--- config.mk ---
export PLATFORM = sky130hd
export DESIGN_NAME = output_power_control
export DESIGN_NICKNAME = d
export VERILOG_FILES = /design/src/hdl/clkctl_pkg.sv /design/src/hdl/output_seq_if.sv /design/src/hdl/output_power_control.sv /design/src/hdl/output_sequencer.sv
export SDC_FILE = /design/constraint.sdc
export NUM_CORES = 1
export LEC_CHECK = 0
export ABC_AREA = 1
export BUFFER_PORTS_ARGS = -buffer_cell sky130_fd_sc_hd__buf_2
export CORE_AREA = 10 10 137 139
export DETAILED_ROUTE_END_ITERATION = 10
export DIE_AREA = 0 0 147 149
export GPL_TIMING_DRIVEN = 0
export HOLD_SLACK_MARGIN = 0.03
export PLACE_DENSITY = 0.69
export SYNTH_ARGS = -nofsm -noshare
export SYNTH_HDL_FRONTEND = slang
export SYNTH_HIERARCHICAL = 1
export SYNTH_SLANG_ARGS = --single-unit
--- constraint.sdc ---
create_clock -name ref_clk -period 5.4 [get_ports ref_clk]
set_input_delay 0.81 -clock ref_clk [delete_from_list [all_inputs] [get_ports ref_clk]]
set_output_delay 0.81 -clock ref_clk [all_outputs]
set_load 0.01 [all_outputs]
--- src/hdl/clkctl_pkg.sv ---
// constants, types and field layout of the output and synth power control
package clkctl_pkg;

  // ==========================================================
  // register map
  localparam int          ADDR_W      = 4;
  localparam int          REG2_W      = 24;
  localparam int          REG4_W      = 16;
  localparam logic [3:0]  REG2_ADDR   = 4'h2;
  localparam logic [3:0]  REG4_ADDR   = 4'h4;
  localparam logic [23:0] REG2_RESET  = 24'h000000;
  localparam logic [15:0] REG4_RESET  = 16'h0000;
  localparam logic [23:0] REG2_MASK   = 24'h0fffff;
  localparam logic [15:0] REG4_MASK   = 16'hf7ff;

  // ==========================================================
  // control register fields
  localparam int B_SYN1_OVR   = 0;
  localparam int B_SYN1_ON    = 1;
  localparam int B_SYN2_OVR   = 2;
  localparam int B_SYN2_ON    = 3;
  localparam int B_OUT_BASE   = 8;
  localparam int B_REF_OVR    = 16;
  localparam int NUM_CLK_OUT  = 4;
  localparam int NUM_DRV      = 5;
  localparam int REF_IDX      = 4;
  localparam int SYN1_OUTS    = 2;

  // ==========================================================
  // format register fields
  localparam int FMT_W        = 2;
  localparam int GAIN_LSB     = 8;
  localparam int CAP_LSB      = 12;
  localparam int TRIM_BIT     = 15;
  localparam int XTAL_FIELD_W = 3;

  typedef enum logic [1:0] {
    FMT_CMOS  = 2'b00,
    FMT_LVDS  = 2'b01,
    FMT_PECL  = 2'b10,
    FMT_HCSL  = 2'b11
  } format_type;

  typedef enum logic [1:0] {
    SEQ_OFF    = 2'b00,
    SEQ_SETTLE = 2'b01,
    SEQ_RUN    = 2'b10,
    SEQ_STOP   = 2'b11
  } seq_state_type;

  // ==========================================================
  // timing
  localparam int CLK_PERIOD_NS  = 8;
  localparam int SETTLE_TIME_NS = 2000;
  localparam int STOP_TIME_NS   = 16;
  localparam int SETTLE_CYCLES  =
    (SETTLE_TIME_NS + CLK_PERIOD_NS - 1) / CLK_PERIOD_NS;
  localparam int STOP_CYCLES    =
    (STOP_TIME_NS + CLK_PERIOD_NS - 1) / CLK_PERIOD_NS;

endpackage

--- src/hdl/output_seq_if.sv ---
// request and driver controls between control core and one sequencer
`timescale 1ns/1ps
interface output_seq_if;
  import clkctl_pkg::*;
  logic       enable;
  format_type format;
  logic       bias_on;
  logic       run;
  logic       oe_true;
  logic       oe_comp;

  modport seq  (input enable, format,
                output bias_on, run, oe_true, oe_comp);
  modport ctrl (output enable, format,
                input bias_on, run, oe_true, oe_comp);
endinterface

--- src/hdl/output_power_control.sv ---
// output enable and synth power control core with register access
//
// Behaviour
// - no override: enable pin decides output
// - no override: on bit reads pin level
// - override: on bit takes the place of the pin in deciding output
// - unpowered synth keeps its outputs off
// - first synth follows powerdown pin without override
// - first synth override: power from bit one
// - second synth powered from bit three only
// - enable: static levels for two microseconds first
// - disable: stop toggling, then bias off
// - two-bit field selects cmos, lvds, pecl, hcsl
// - cmos drives true pin, complement floats
// - override bits load from programmed storage
// - programmed override off locks output off
// - formats reset to cmos, rewritable together
// - reference buffer uses same scheme, bits 17:16
// - format fields low byte, crystal fields high
`timescale 1ns/1ps
module output_power_control #(
  parameter int SETTLE_CYCLES = clkctl_pkg::SETTLE_CYCLES,
  parameter int STOP_CYCLES   = clkctl_pkg::STOP_CYCLES
) (
  input  wire logic                          ref_clk,
  input  wire logic                          rstn,
  input  wire logic [3:0]                    output_enable_pin,
  input  wire logic                          reference_buffer_enable_pin,
  input  wire logic                          first_synth_powerdown_pin_n,
  input  wire logic [1:0]                    reference_buffer_format,
  input  wire logic                          otp_load,
  input  wire logic [clkctl_pkg::REG2_W-1:0] otp_output_ctrl,
  input  wire logic [clkctl_pkg::REG4_W-1:0] otp_format,
  input  wire logic [clkctl_pkg::ADDR_W-1:0] reg_addr,
  input  wire logic                          reg_wr,
  input  wire logic                          reg_rd,
  input  wire logic [clkctl_pkg::REG2_W-1:0] reg_wdata,
  output      logic [clkctl_pkg::REG2_W-1:0] reg_rdata,
  output      logic                          first_synth_powered,
  output      logic                          second_synth_powered,
  output      logic [4:0]                    driver_bias_on,
  output      logic [4:0]                    clock_toggle_en,
  output      logic [4:0]                    true_pin_oe,
  output      logic [4:0]                    comp_pin_oe,
  output      logic [7:0]                    driver_format_field,
  output      logic [2:0]                    crystal_amp_gain,
  output      logic [2:0]                    crystal_load_cap,
  output      logic                          crystal_freq_trim
);
  import clkctl_pkg::*;

  if (SETTLE_CYCLES < 1 || STOP_CYCLES < 1) begin : g_bad
    $error("timing counts must be at least one");
  end

  // ==========================================================
  // field decoding
  function automatic int ovr_pos(input int idx);
    return (idx == REF_IDX) ? B_REF_OVR : B_OUT_BASE + 2 * idx;
  endfunction

  function automatic logic pick_enable(input logic ovr, input logic on,
                                       input logic pin);
    return ovr ? on : pin;
  endfunction

  // ==========================================================
  // reset release
  logic rst_meta;
  logic rst_n;

  always_ff @(posedge ref_clk or negedge rstn) begin
    if (!rstn) begin
      rst_meta <= 1'b0;
      rst_n    <= 1'b0;
    end else begin
      rst_meta <= 1'b1;
      rst_n    <= rst_meta;
    end
  end

  // ==========================================================
  // pin synchronisers
  logic [NUM_DRV:0] pin_meta;
  logic [NUM_DRV:0] pin_sync;
  logic [NUM_DRV:0] pin_raw;

  assign pin_raw = {first_synth_powerdown_pin_n,
                    reference_buffer_enable_pin, output_enable_pin};

  always_ff @(posedge ref_clk or negedge rst_n) begin
    if (!rst_n) begin
      pin_meta <= '0;
      pin_sync <= '0;
    end else begin
      pin_meta <= pin_raw;
      pin_sync <= pin_meta;
    end
  end

  logic pdn_pin_up;
  assign pdn_pin_up = pin_sync[NUM_DRV];

  // ==========================================================
  // registers
  logic [REG2_W-1:0] out_ctrl;
  logic [REG4_W-1:0] fmt_reg;
  logic [NUM_DRV-1:0] otp_lock;

  function automatic logic [REG2_W-1:0] merge_wr(
    input logic [REG2_W-1:0] old_v, input logic [REG2_W-1:0] new_v);
    logic [REG2_W-1:0] res;
    res = new_v & REG2_MASK;
    for (int i = 0; i < NUM_DRV; i++) begin
      if (!new_v[ovr_pos(i)]) res[ovr_pos(i) + 1] = old_v[ovr_pos(i) + 1];
    end
    return res;
  endfunction

  always_ff @(posedge ref_clk or negedge rst_n) begin
    if (!rst_n) out_ctrl <= REG2_RESET;
    else if (otp_load) out_ctrl <= otp_output_ctrl & REG2_MASK;
    else if (reg_wr && reg_addr == REG2_ADDR)
      out_ctrl <= merge_wr(out_ctrl, reg_wdata);
  end

  always_ff @(posedge ref_clk or negedge rst_n) begin
    if (!rst_n) fmt_reg <= REG4_RESET;
    else if (otp_load) fmt_reg <= otp_format & REG4_MASK;
    else if (reg_wr && reg_addr == REG4_ADDR)
      fmt_reg <= reg_wdata[REG4_W-1:0] & REG4_MASK;
  end

  always_ff @(posedge ref_clk or negedge rst_n) begin
    if (!rst_n) otp_lock <= '0;
    else if (otp_load) begin
      for (int i = 0; i < NUM_DRV; i++) begin
        if (otp_output_ctrl[ovr_pos(i)] && !otp_output_ctrl[ovr_pos(i) + 1])
          otp_lock[i] <= 1'b1;
      end
    end
  end

  // ==========================================================
  // register readback
  logic [REG2_W-1:0] rd_ctrl;

  always_comb begin
    rd_ctrl = out_ctrl;
    for (int i = 0; i < NUM_DRV; i++) begin
      if (!out_ctrl[ovr_pos(i)]) rd_ctrl[ovr_pos(i) + 1] = pin_sync[i];
    end
  end

  always_ff @(posedge ref_clk or negedge rst_n) begin
    if (!rst_n) reg_rdata <= '0;
    else if (reg_rd) begin
      if (reg_addr == REG2_ADDR) reg_rdata <= rd_ctrl;
      else if (reg_addr == REG4_ADDR)
        reg_rdata <= {{(REG2_W - REG4_W){1'b0}}, fmt_reg};
      else reg_rdata <= '0;
    end
  end

  // ==========================================================
  // synth power
  logic synth1_on;
  logic synth2_on;

  assign synth1_on = pick_enable(out_ctrl[B_SYN1_OVR], out_ctrl[B_SYN1_ON],
                                 pdn_pin_up);
  assign synth2_on = out_ctrl[B_SYN2_ON];

  always_ff @(posedge ref_clk or negedge rst_n) begin
    if (!rst_n) begin
      first_synth_powered  <= 1'b0;
      second_synth_powered <= 1'b0;
    end else begin
      first_synth_powered  <= synth1_on;
      second_synth_powered <= synth2_on;
    end
  end

  // ==========================================================
  // format and crystal fields
  // field placement
  always_ff @(posedge ref_clk or negedge rst_n) begin
    if (!rst_n) begin
      driver_format_field <= '0;
      crystal_amp_gain    <= '0;
      crystal_load_cap    <= '0;
      crystal_freq_trim   <= 1'b0;
    end else begin
      driver_format_field <= fmt_reg[NUM_CLK_OUT*FMT_W-1:0];
      crystal_amp_gain    <= fmt_reg[GAIN_LSB +: XTAL_FIELD_W];
      crystal_load_cap    <= fmt_reg[CAP_LSB +: XTAL_FIELD_W];
      crystal_freq_trim   <= fmt_reg[TRIM_BIT];
    end
  end

  // ==========================================================
  // per output enable and sequencing
  logic [NUM_DRV-1:0] enable_req;

  for (genvar g = 0; g < NUM_DRV; g++) begin : g_drv
    output_seq_if seq_bus ();
    logic synth_ok;

    if (g == REF_IDX) begin : g_ref
      assign synth_ok = 1'b1;
      assign seq_bus.format = format_type'(reference_buffer_format);
    end else begin : g_clk
      assign synth_ok = (g < SYN1_OUTS) ? synth1_on : synth2_on;
      assign seq_bus.format =
        format_type'(fmt_reg[g*FMT_W +: FMT_W]);
    end

    assign enable_req[g] = synth_ok && !otp_lock[g] &&
      pick_enable(out_ctrl[ovr_pos(g)], out_ctrl[ovr_pos(g) + 1],
                  pin_sync[g]);
    assign seq_bus.enable = enable_req[g];

    output_sequencer #(
      .SETTLE_CYCLES (SETTLE_CYCLES),
      .STOP_CYCLES   (STOP_CYCLES)
    ) u_seq (
      .clk   (ref_clk),
      .rst_n (rst_n),
      .bus   (seq_bus.seq)
    );

    assign driver_bias_on[g]  = seq_bus.bias_on;
    assign clock_toggle_en[g] = seq_bus.run;
    assign true_pin_oe[g]     = seq_bus.oe_true;
    assign comp_pin_oe[g]     = seq_bus.oe_comp;
  end

  // ==========================================================
  // checks
  a_synth1_pin: assert property (@(posedge ref_clk)
    disable iff (!rst_n)
    !out_ctrl[B_SYN1_OVR] && !pdn_pin_up |=> !first_synth_powered)
    else $error("first synth powered with pin low");
  a_synth1_reg: assert property (@(posedge ref_clk)
    disable iff (!rst_n)
    out_ctrl[B_SYN1_OVR] |=>
      first_synth_powered == $past(out_ctrl[B_SYN1_ON]))
    else $error("first synth ignores its power bit");
  a_synth2_reg: assert property (@(posedge ref_clk)
    disable iff (!rst_n)
    ##1 second_synth_powered == $past(out_ctrl[B_SYN2_ON]))
    else $error("second synth ignores its power bit");
  a_synth_gate: assert property (@(posedge ref_clk)
    disable iff (!rst_n)
    !synth1_on |-> !enable_req[0] && !enable_req[1])
    else $error("output requested with synth down");
  a_synth_off_hold: assert property (@(posedge ref_clk)
    disable iff (!rst_n)
    !synth1_on && true_pin_oe[1:0] == 2'b00
      |=> true_pin_oe[1:0] == 2'b00)
    else $error("output driven with synth down");
  a_pin_control: assert property (@(posedge ref_clk)
    disable iff (!rst_n)
    !out_ctrl[B_OUT_BASE] && !otp_lock[0] && synth1_on
      |-> enable_req[0] == pin_sync[0])
    else $error("pin does not steer first output");
  a_override_on: assert property (@(posedge ref_clk)
    disable iff (!rst_n)
    out_ctrl[B_OUT_BASE] |-> enable_req[0] ==
      (out_ctrl[B_OUT_BASE + 1] && synth1_on && !otp_lock[0]))
    else $error("override does not follow on bit");
  a_ref_pin: assert property (@(posedge ref_clk)
    disable iff (!rst_n)
    !out_ctrl[B_REF_OVR] && !otp_lock[REF_IDX]
      |-> enable_req[REF_IDX] == pin_sync[REF_IDX])
    else $error("pin does not steer reference buffer");
  a_ref_override: assert property (@(posedge ref_clk)
    disable iff (!rst_n)
    out_ctrl[B_REF_OVR] |-> enable_req[REF_IDX] ==
      (out_ctrl[B_REF_OVR + 1] && !otp_lock[REF_IDX]))
    else $error("override does not steer reference buffer");
  a_readback_pin: assert property (@(posedge ref_clk)
    disable iff (!rst_n)
    reg_rd && reg_addr == REG2_ADDR && !out_ctrl[B_REF_OVR]
      |=> reg_rdata[B_REF_OVR + 1] == $past(pin_sync[REF_IDX]))
    else $error("readback does not show pin level");
  a_otp_lock: assert property (@(posedge ref_clk)
    disable iff (!rst_n)
    otp_lock[0] |-> !enable_req[0] ##1 otp_lock[0])
    else $error("locked output requested");

endmodule

--- src/hdl/output_sequencer.sv ---
// glitch-free enable and disable sequencing of one output driver
`timescale 1ns/1ps
module output_sequencer #(
  parameter int SETTLE_CYCLES = clkctl_pkg::SETTLE_CYCLES,
  parameter int STOP_CYCLES   = clkctl_pkg::STOP_CYCLES
) (
  input  wire logic   clk,
  input  wire logic   rst_n,
  output_seq_if.seq   bus
);
  import clkctl_pkg::*;

  localparam int CW = $clog2(SETTLE_CYCLES + 1);
  localparam logic [CW-1:0] SETTLE_LOAD = CW'(SETTLE_CYCLES - 1);
  localparam logic [CW-1:0] STOP_LOAD   = CW'(STOP_CYCLES - 1);
  localparam logic [CW-1:0] ZERO        = '0;

  if (STOP_CYCLES < 1 || SETTLE_CYCLES < STOP_CYCLES) begin : g_bad
    $error("sequencer timing out of range");
  end

  seq_state_type   state;
  seq_state_type   next_state;
  logic [CW-1:0]   count;

  // ==========================================================
  // state transitions
  always_comb begin
    next_state = state;
    unique case (state)
      SEQ_OFF: begin
        if (bus.enable) next_state = SEQ_SETTLE;
      end
      SEQ_SETTLE: begin
        if (!bus.enable) next_state = SEQ_OFF;
        else if (count == ZERO) next_state = SEQ_RUN;
      end
      SEQ_RUN: begin
        if (!bus.enable) next_state = SEQ_STOP;
      end
      SEQ_STOP: begin
        if (count == ZERO) next_state = SEQ_OFF;
      end
    endcase
  end

  always_ff @(posedge clk or negedge rst_n) begin
    if (!rst_n) state <= SEQ_OFF;
    else state <= next_state;
  end

  always_ff @(posedge clk or negedge rst_n) begin
    if (!rst_n) count <= ZERO;
    else if (state != SEQ_SETTLE && next_state == SEQ_SETTLE)
      count <= SETTLE_LOAD;
    else if (state != SEQ_STOP && next_state == SEQ_STOP)
      count <= STOP_LOAD;
    else if (count != ZERO) count <= count - 1'b1;
  end

  // ==========================================================
  // driver controls
  always_ff @(posedge clk or negedge rst_n) begin
    if (!rst_n) begin
      bus.bias_on <= 1'b0;
      bus.run     <= 1'b0;
      bus.oe_true <= 1'b0;
      bus.oe_comp <= 1'b0;
    end else begin
      bus.bias_on <= next_state != SEQ_OFF;
      bus.run     <= next_state == SEQ_RUN;
      bus.oe_true <= next_state != SEQ_OFF;
      bus.oe_comp <= next_state != SEQ_OFF && bus.format != FMT_CMOS;
    end
  end

  a_settle_time: assert property (@(posedge clk) disable iff (!rst_n)
    $rose(bus.run) |-> $past(bus.bias_on, SETTLE_CYCLES))
    else $error("output toggled before settle time");
  a_run_biased: assert property (@(posedge clk) disable iff (!rst_n)
    $fell(bus.run) |-> bus.bias_on && bus.oe_true)
    else $error("driver released before toggling stopped");
  a_comp_cmos: assert property (@(posedge clk) disable iff (!rst_n)
    bus.oe_comp |-> $past(bus.format) != FMT_CMOS)
    else $error("complement driven in cmos format");

endmodule

==> metrics list <==
* Outcome: finished clean
- Counting flops with an async set or reset pin after synthesis yields a share of 100%.
- Routability-driven placement finished with a final weighted congestion of 0.823.
* Kind of start point of the critical path: flop
- The slowest stage of the critical path is the sky130_fd_sc_hd__dfrtp_1 cell.
- Fill cells in the final layout number 1502.
- Counting both buffers and inverters, the worst setup path holds a total of 3.
- Setup Skew: 0.00712 ns
- Buffers placed on the I/O ports in this run total 126.
- Number of remaining DRC errors: 0
* Pin count of the biggest net entering global routing: 68
- The area growth from synthesis to layout is 22.0%.
* Fraction of the cycle the final worst path needs: 36.7%
* Clock latency on the worst-skew pair: 0.43 ns
- Bufs on Longest Clock Path: 2
* Placed cell areas: 8500 um^2
- Count of pins over their slew limit: 0
- Worst r2r path cells: 10
- Top achievable clock speed: 504 MHz
- In the final layout, flip-flops and latches occupy 3910 um^2.
- During synthesis, Yosys emitted a total of 6 warnings.
- The die is 149 um tall.
- Worst-margin pin slew: 0.738 ns
- CP top delay family: flip-flops
- Synthesized area: 7520 um^2
- Setup repair after global routing left no endpoint under its margin.
- Across all layers, the routed design uses 6228 vias.
* Layout cell share with drive strength beyond 1: 26.3%
* Gate Count Post-Synth: 928
- The floorplan has 47 rows.
- TritonCTS built the clock tree.
- Number of nets with antenna violations after routing: 0
- The layer flagged by global routing as most heavily used is met2.
* Sequential cell area fraction in the yosys report: 51.9%
- Buffers added to address setup during post-CTS repair amount to 0.
- Clock-pin slew was measured on the worst setup and hold paths at 0.06 ns.
* CTS buffer count: 17
- Data arrival, critical path: 1.17 ns
- The tightest min-delay check is of the in2async type.
* Power density relative to cell area: 376 nW/um^2
* Number of library cell types mapped by synthesis: 28
* Finished Core Util: 56.7%
* Starting density of the core: 46.5%
* Fin worst setup slack: 3.42 ns
* Average vias per placed instance: 4.75
* TritonCTS sink count: 156
* Cell with the most instances after synthesis: sky130_fd_sc_hd__nand2_1
- Max-capacitance violation count: 0
* Met2 GRT Util: 28.9%
* Critical Path Most Common Cell: sky130_fd_sc_hd__buf_4
* Total of flip-flops plus latches after synthesis: 156
- Worst Path Required: 4.59 ns
- The first detailed-routing pass took 4 iterations.
* Leak pwr: 0.00520 uW
* First-pass GRT wire length: 31200 um
- Worst R2R Setup Slack: 3.61 ns
- EDFF count, synth: 0
- The worst setup path is captured at an output port.
- Launching element of the worst setup path: g_drv[3].u_seq/bus.oe_true$_DFF_PN0_
* Cell chain of the critical path: buf_4, buf_4, buf_2
- Sorting the synthesized cells by area gives the leading types as sky130_fd_sc_hd__dfrtp_1 52%, sky130_fd_sc_hd__nand2_1 17%, sky130_fd_sc_hd__inv_1 4.3%, sky130_fd_sc_hd__nand3_1 4.3%, sky130_fd_sc_hd__o21ai_0 3.5%.
* Number of H-tree branching levels: 4
* Delay of the slowest cell on the worst path: 0.38 ns
- Dominant cell type by area after synthesis: sky130_fd_sc_hd__dfrtp_1
- Max reg flops: 40
- Setup violations remaining at the end of the flow were counted as 0.
- In the global route stage, met1 resource usage came out at 22.6%.
- Final Hold Violating Endpoints: 0
- Along the worst path, the maximum fanout reaches 2.
- Number of global-route vias before repair: 6173
- The number of antenna violations at the first check in global routing was 1.
* GR met3 Demand/Resource: 5.52%
- Summing all multi-input logic gate instances after layout gives 2870 um^2.
- After clock tree synthesis, the flow added hold-fix buffers numbering 0.
* Chip Width: 147 um
* Area share of the leading cell type in the synthesized netlist: 51.9%
* Worst slack after detailed placement: 3.32 ns
- In this run the count of I/O pins placed on the die edge is 142.
* Reg with most FFs: g_drv.u_seq/count
- Flip-flop cell with the highest count after synthesis: sky130_fd_sc_hd__dfrtp_1
- Registers with the most flip-flops: g_drv.u_seq/count x40, out_ctrl x20, reg_rdata x20
- HPWL Detailed: 14400 um
- Standard cell core area: 16200 um^2
* WL/cell: 14.8 um
- Aggregate routed wire length: 19400 um
- In this run, post-CTS repair resized a total of 0 instances.
- The worst register-to-register path begins at out_ctrl[14]$_DFFE_PN0P_.
* Detailed router's first-iteration violation count: 328
- The die covers 21900 um^2.
- RR Endpoint: g_drv[3].u_seq/count[1]$_DFFE_PN0P_
- The critical path is of the reg2out type.
* Top cells by instance count after synthesis: 331 x sky130_fd_sc_hd__nand2_1, 156 x sky130_fd_sc_hd__dfrtp_1, 86 x sky130_fd_sc_hd__inv_1
- The tree is rooted in a sky130_fd_sc_hd__clkbuf_16.
- Final #Nets: 1164
* Min cycle time layout: 1.98 ns
- Overall Global Routing Usage: 18.0%
- Summed over all layers, the global routing overflow is 0.
- Post-layout instance area: 9180 um^2
* Mean cell area of the mapped netlist: 8.11 um^2
- Rel. slew slack: 50.8%
- In the final timing run, aggregate negative setup slack is 0 ns.
- IR analysis of the VDD net gives a maximum drop of 248 uV.
-- where the power goes --
group          total [uW]  leakage (uW)  switching [uW]  internal (uW)
Clock                1370      0.000327             465            910
Combinational         623       0.00290             379            244
Sequential           1460       0.00198             125           1330
Total                3450       0.00520             968           2490
-- logic make-up after synthesis --
| group | Yosys count | synth area share [%] |
|---|---|---|
| and+or+nand+nor | 510 | 29.8 |
| buffers and inverters | 163 | 10.1 |
| DFF | 156 | 51.9 |
| AOI/OAI and AO/OA | 82 | 6.09 |
| xor gates and xnor gates | 10 | 1.16 |
| adders and majority gates | 5 | 0.832 |
| other | 2 | 0.0998 |
-- layout by cell type, fill, tap and decap left out, types with 2 or more instances in the layout --
cell	instances
sky130_fd_sc_hd__clkbuf_1	8
sky130_fd_sc_hd__nor2_1	54
sky130_fd_sc_hd__xor2_1	10
sky130_fd_sc_hd__a31o_2	3
sky130_fd_sc_hd__bufinv_16	7
sky130_fd_sc_hd__nand3_2	16
sky130_fd_sc_hd__nand3_1	64
sky130_fd_sc_hd__buf_2	135
sky130_fd_sc_hd__a21oi_2	5
sky130_fd_sc_hd__clkinv_4	2
sky130_fd_sc_hd__nor3_1	5
sky130_fd_sc_hd__o31ai_1	7
sky130_fd_sc_hd__buf_16	2
sky130_fd_sc_hd__a21oi_1	11
sky130_fd_sc_hd__o21ai_0	53
sky130_fd_sc_hd__conb_1	5
sky130_fd_sc_hd__nand2_1	331
sky130_fd_sc_hd__buf_4	30
sky130_fd_sc_hd__clkbuf_16	17
sky130_fd_sc_hd__o21ai_1	3
sky130_fd_sc_hd__inv_2	28
sky130_fd_sc_hd__ha_1	5
sky130_fd_sc_hd__inv_1	86
sky130_fd_sc_hd__dfrtp_1	155
sky130_fd_sc_hd__nor2_4	7
sky130_fd_sc_hd__nand2_2	23
sky130_fd_sc_hd__buf_6	2
sky130_fd_sc_hd__or2_2	4
sky130_fd_sc_hd__nand3b_1	5
-- area by class of cell --
cell class,instances,area share [%]
clock inverters,11,2.63
flip-flops and latches,156,42.6
multi-input cells,612,31.3
well taps,220,3.00
repair buffers,128,7.47
clock buffers,19,4.72
diodes,1,0.0273
plain buffers,49,3.64
inverters,114,4.66
-- worst max path at each step --
stage                                               end  slack (ns)  cells after the start
floorplan                 crystal_amp_gain[0]$_DFF_PN0_        0.73                      0
finish                                   true_pin_oe[3]        3.42                      3
detailed placement              out_ctrl[3]$_DFFE_PN0P_        3.32                      6
global placement    g_drv[3].u_seq/count[1]$_DFFE_PN0P_       -1.11                      0
CTS                                      true_pin_oe[2]        3.40                      3
global route        g_drv[3].u_seq/count[1]$_DFFE_PN0P_        3.37                     10
-- routing by layer --
layer | routed length (um) | vias to the layer above | share of wire [%]
met1 | 8680 | 2911 | 45
li1 | - | 3141 | -
met5 | 0 | - | 0
met2 | 9220 | 156 | 47
met3 | 1260 | 20 | 6.5
met4 | 254 | 0 | 1.3
-- worst reg2reg max path, cell delays in order, from the launching register on --
cell and delay (ns):
sky130_fd_sc_hd__dfrtp_1 0.37, sky130_fd_sc_hd__inv_1 0.12, sky130_fd_sc_hd__nand2_1 0.07, sky130_fd_sc_hd__nand2_1 0.09
sky130_fd_sc_hd__nand2_1 0.05, sky130_fd_sc_hd__nor2_1 0.39, sky130_fd_sc_hd__nand3_2 0.20, sky130_fd_sc_hd__nand2_1 0.16
sky130_fd_sc_hd__inv_1 0.08, sky130_fd_sc_hd__nand3_1 0.08, sky130_fd_sc_hd__o31ai_1 0.07
-- metrics by stage --
step	total power (uW)	std cells	hold slack, ns
global route	3650	1310	0.135
finish	3450	1310	0.156
global placement	2070	1277	0.335
detailed placement	2100	1279	0.257
floorplan	1900	931	0.331
CTS	3480	1309	0.142
(Power assumes the default switching activity.)
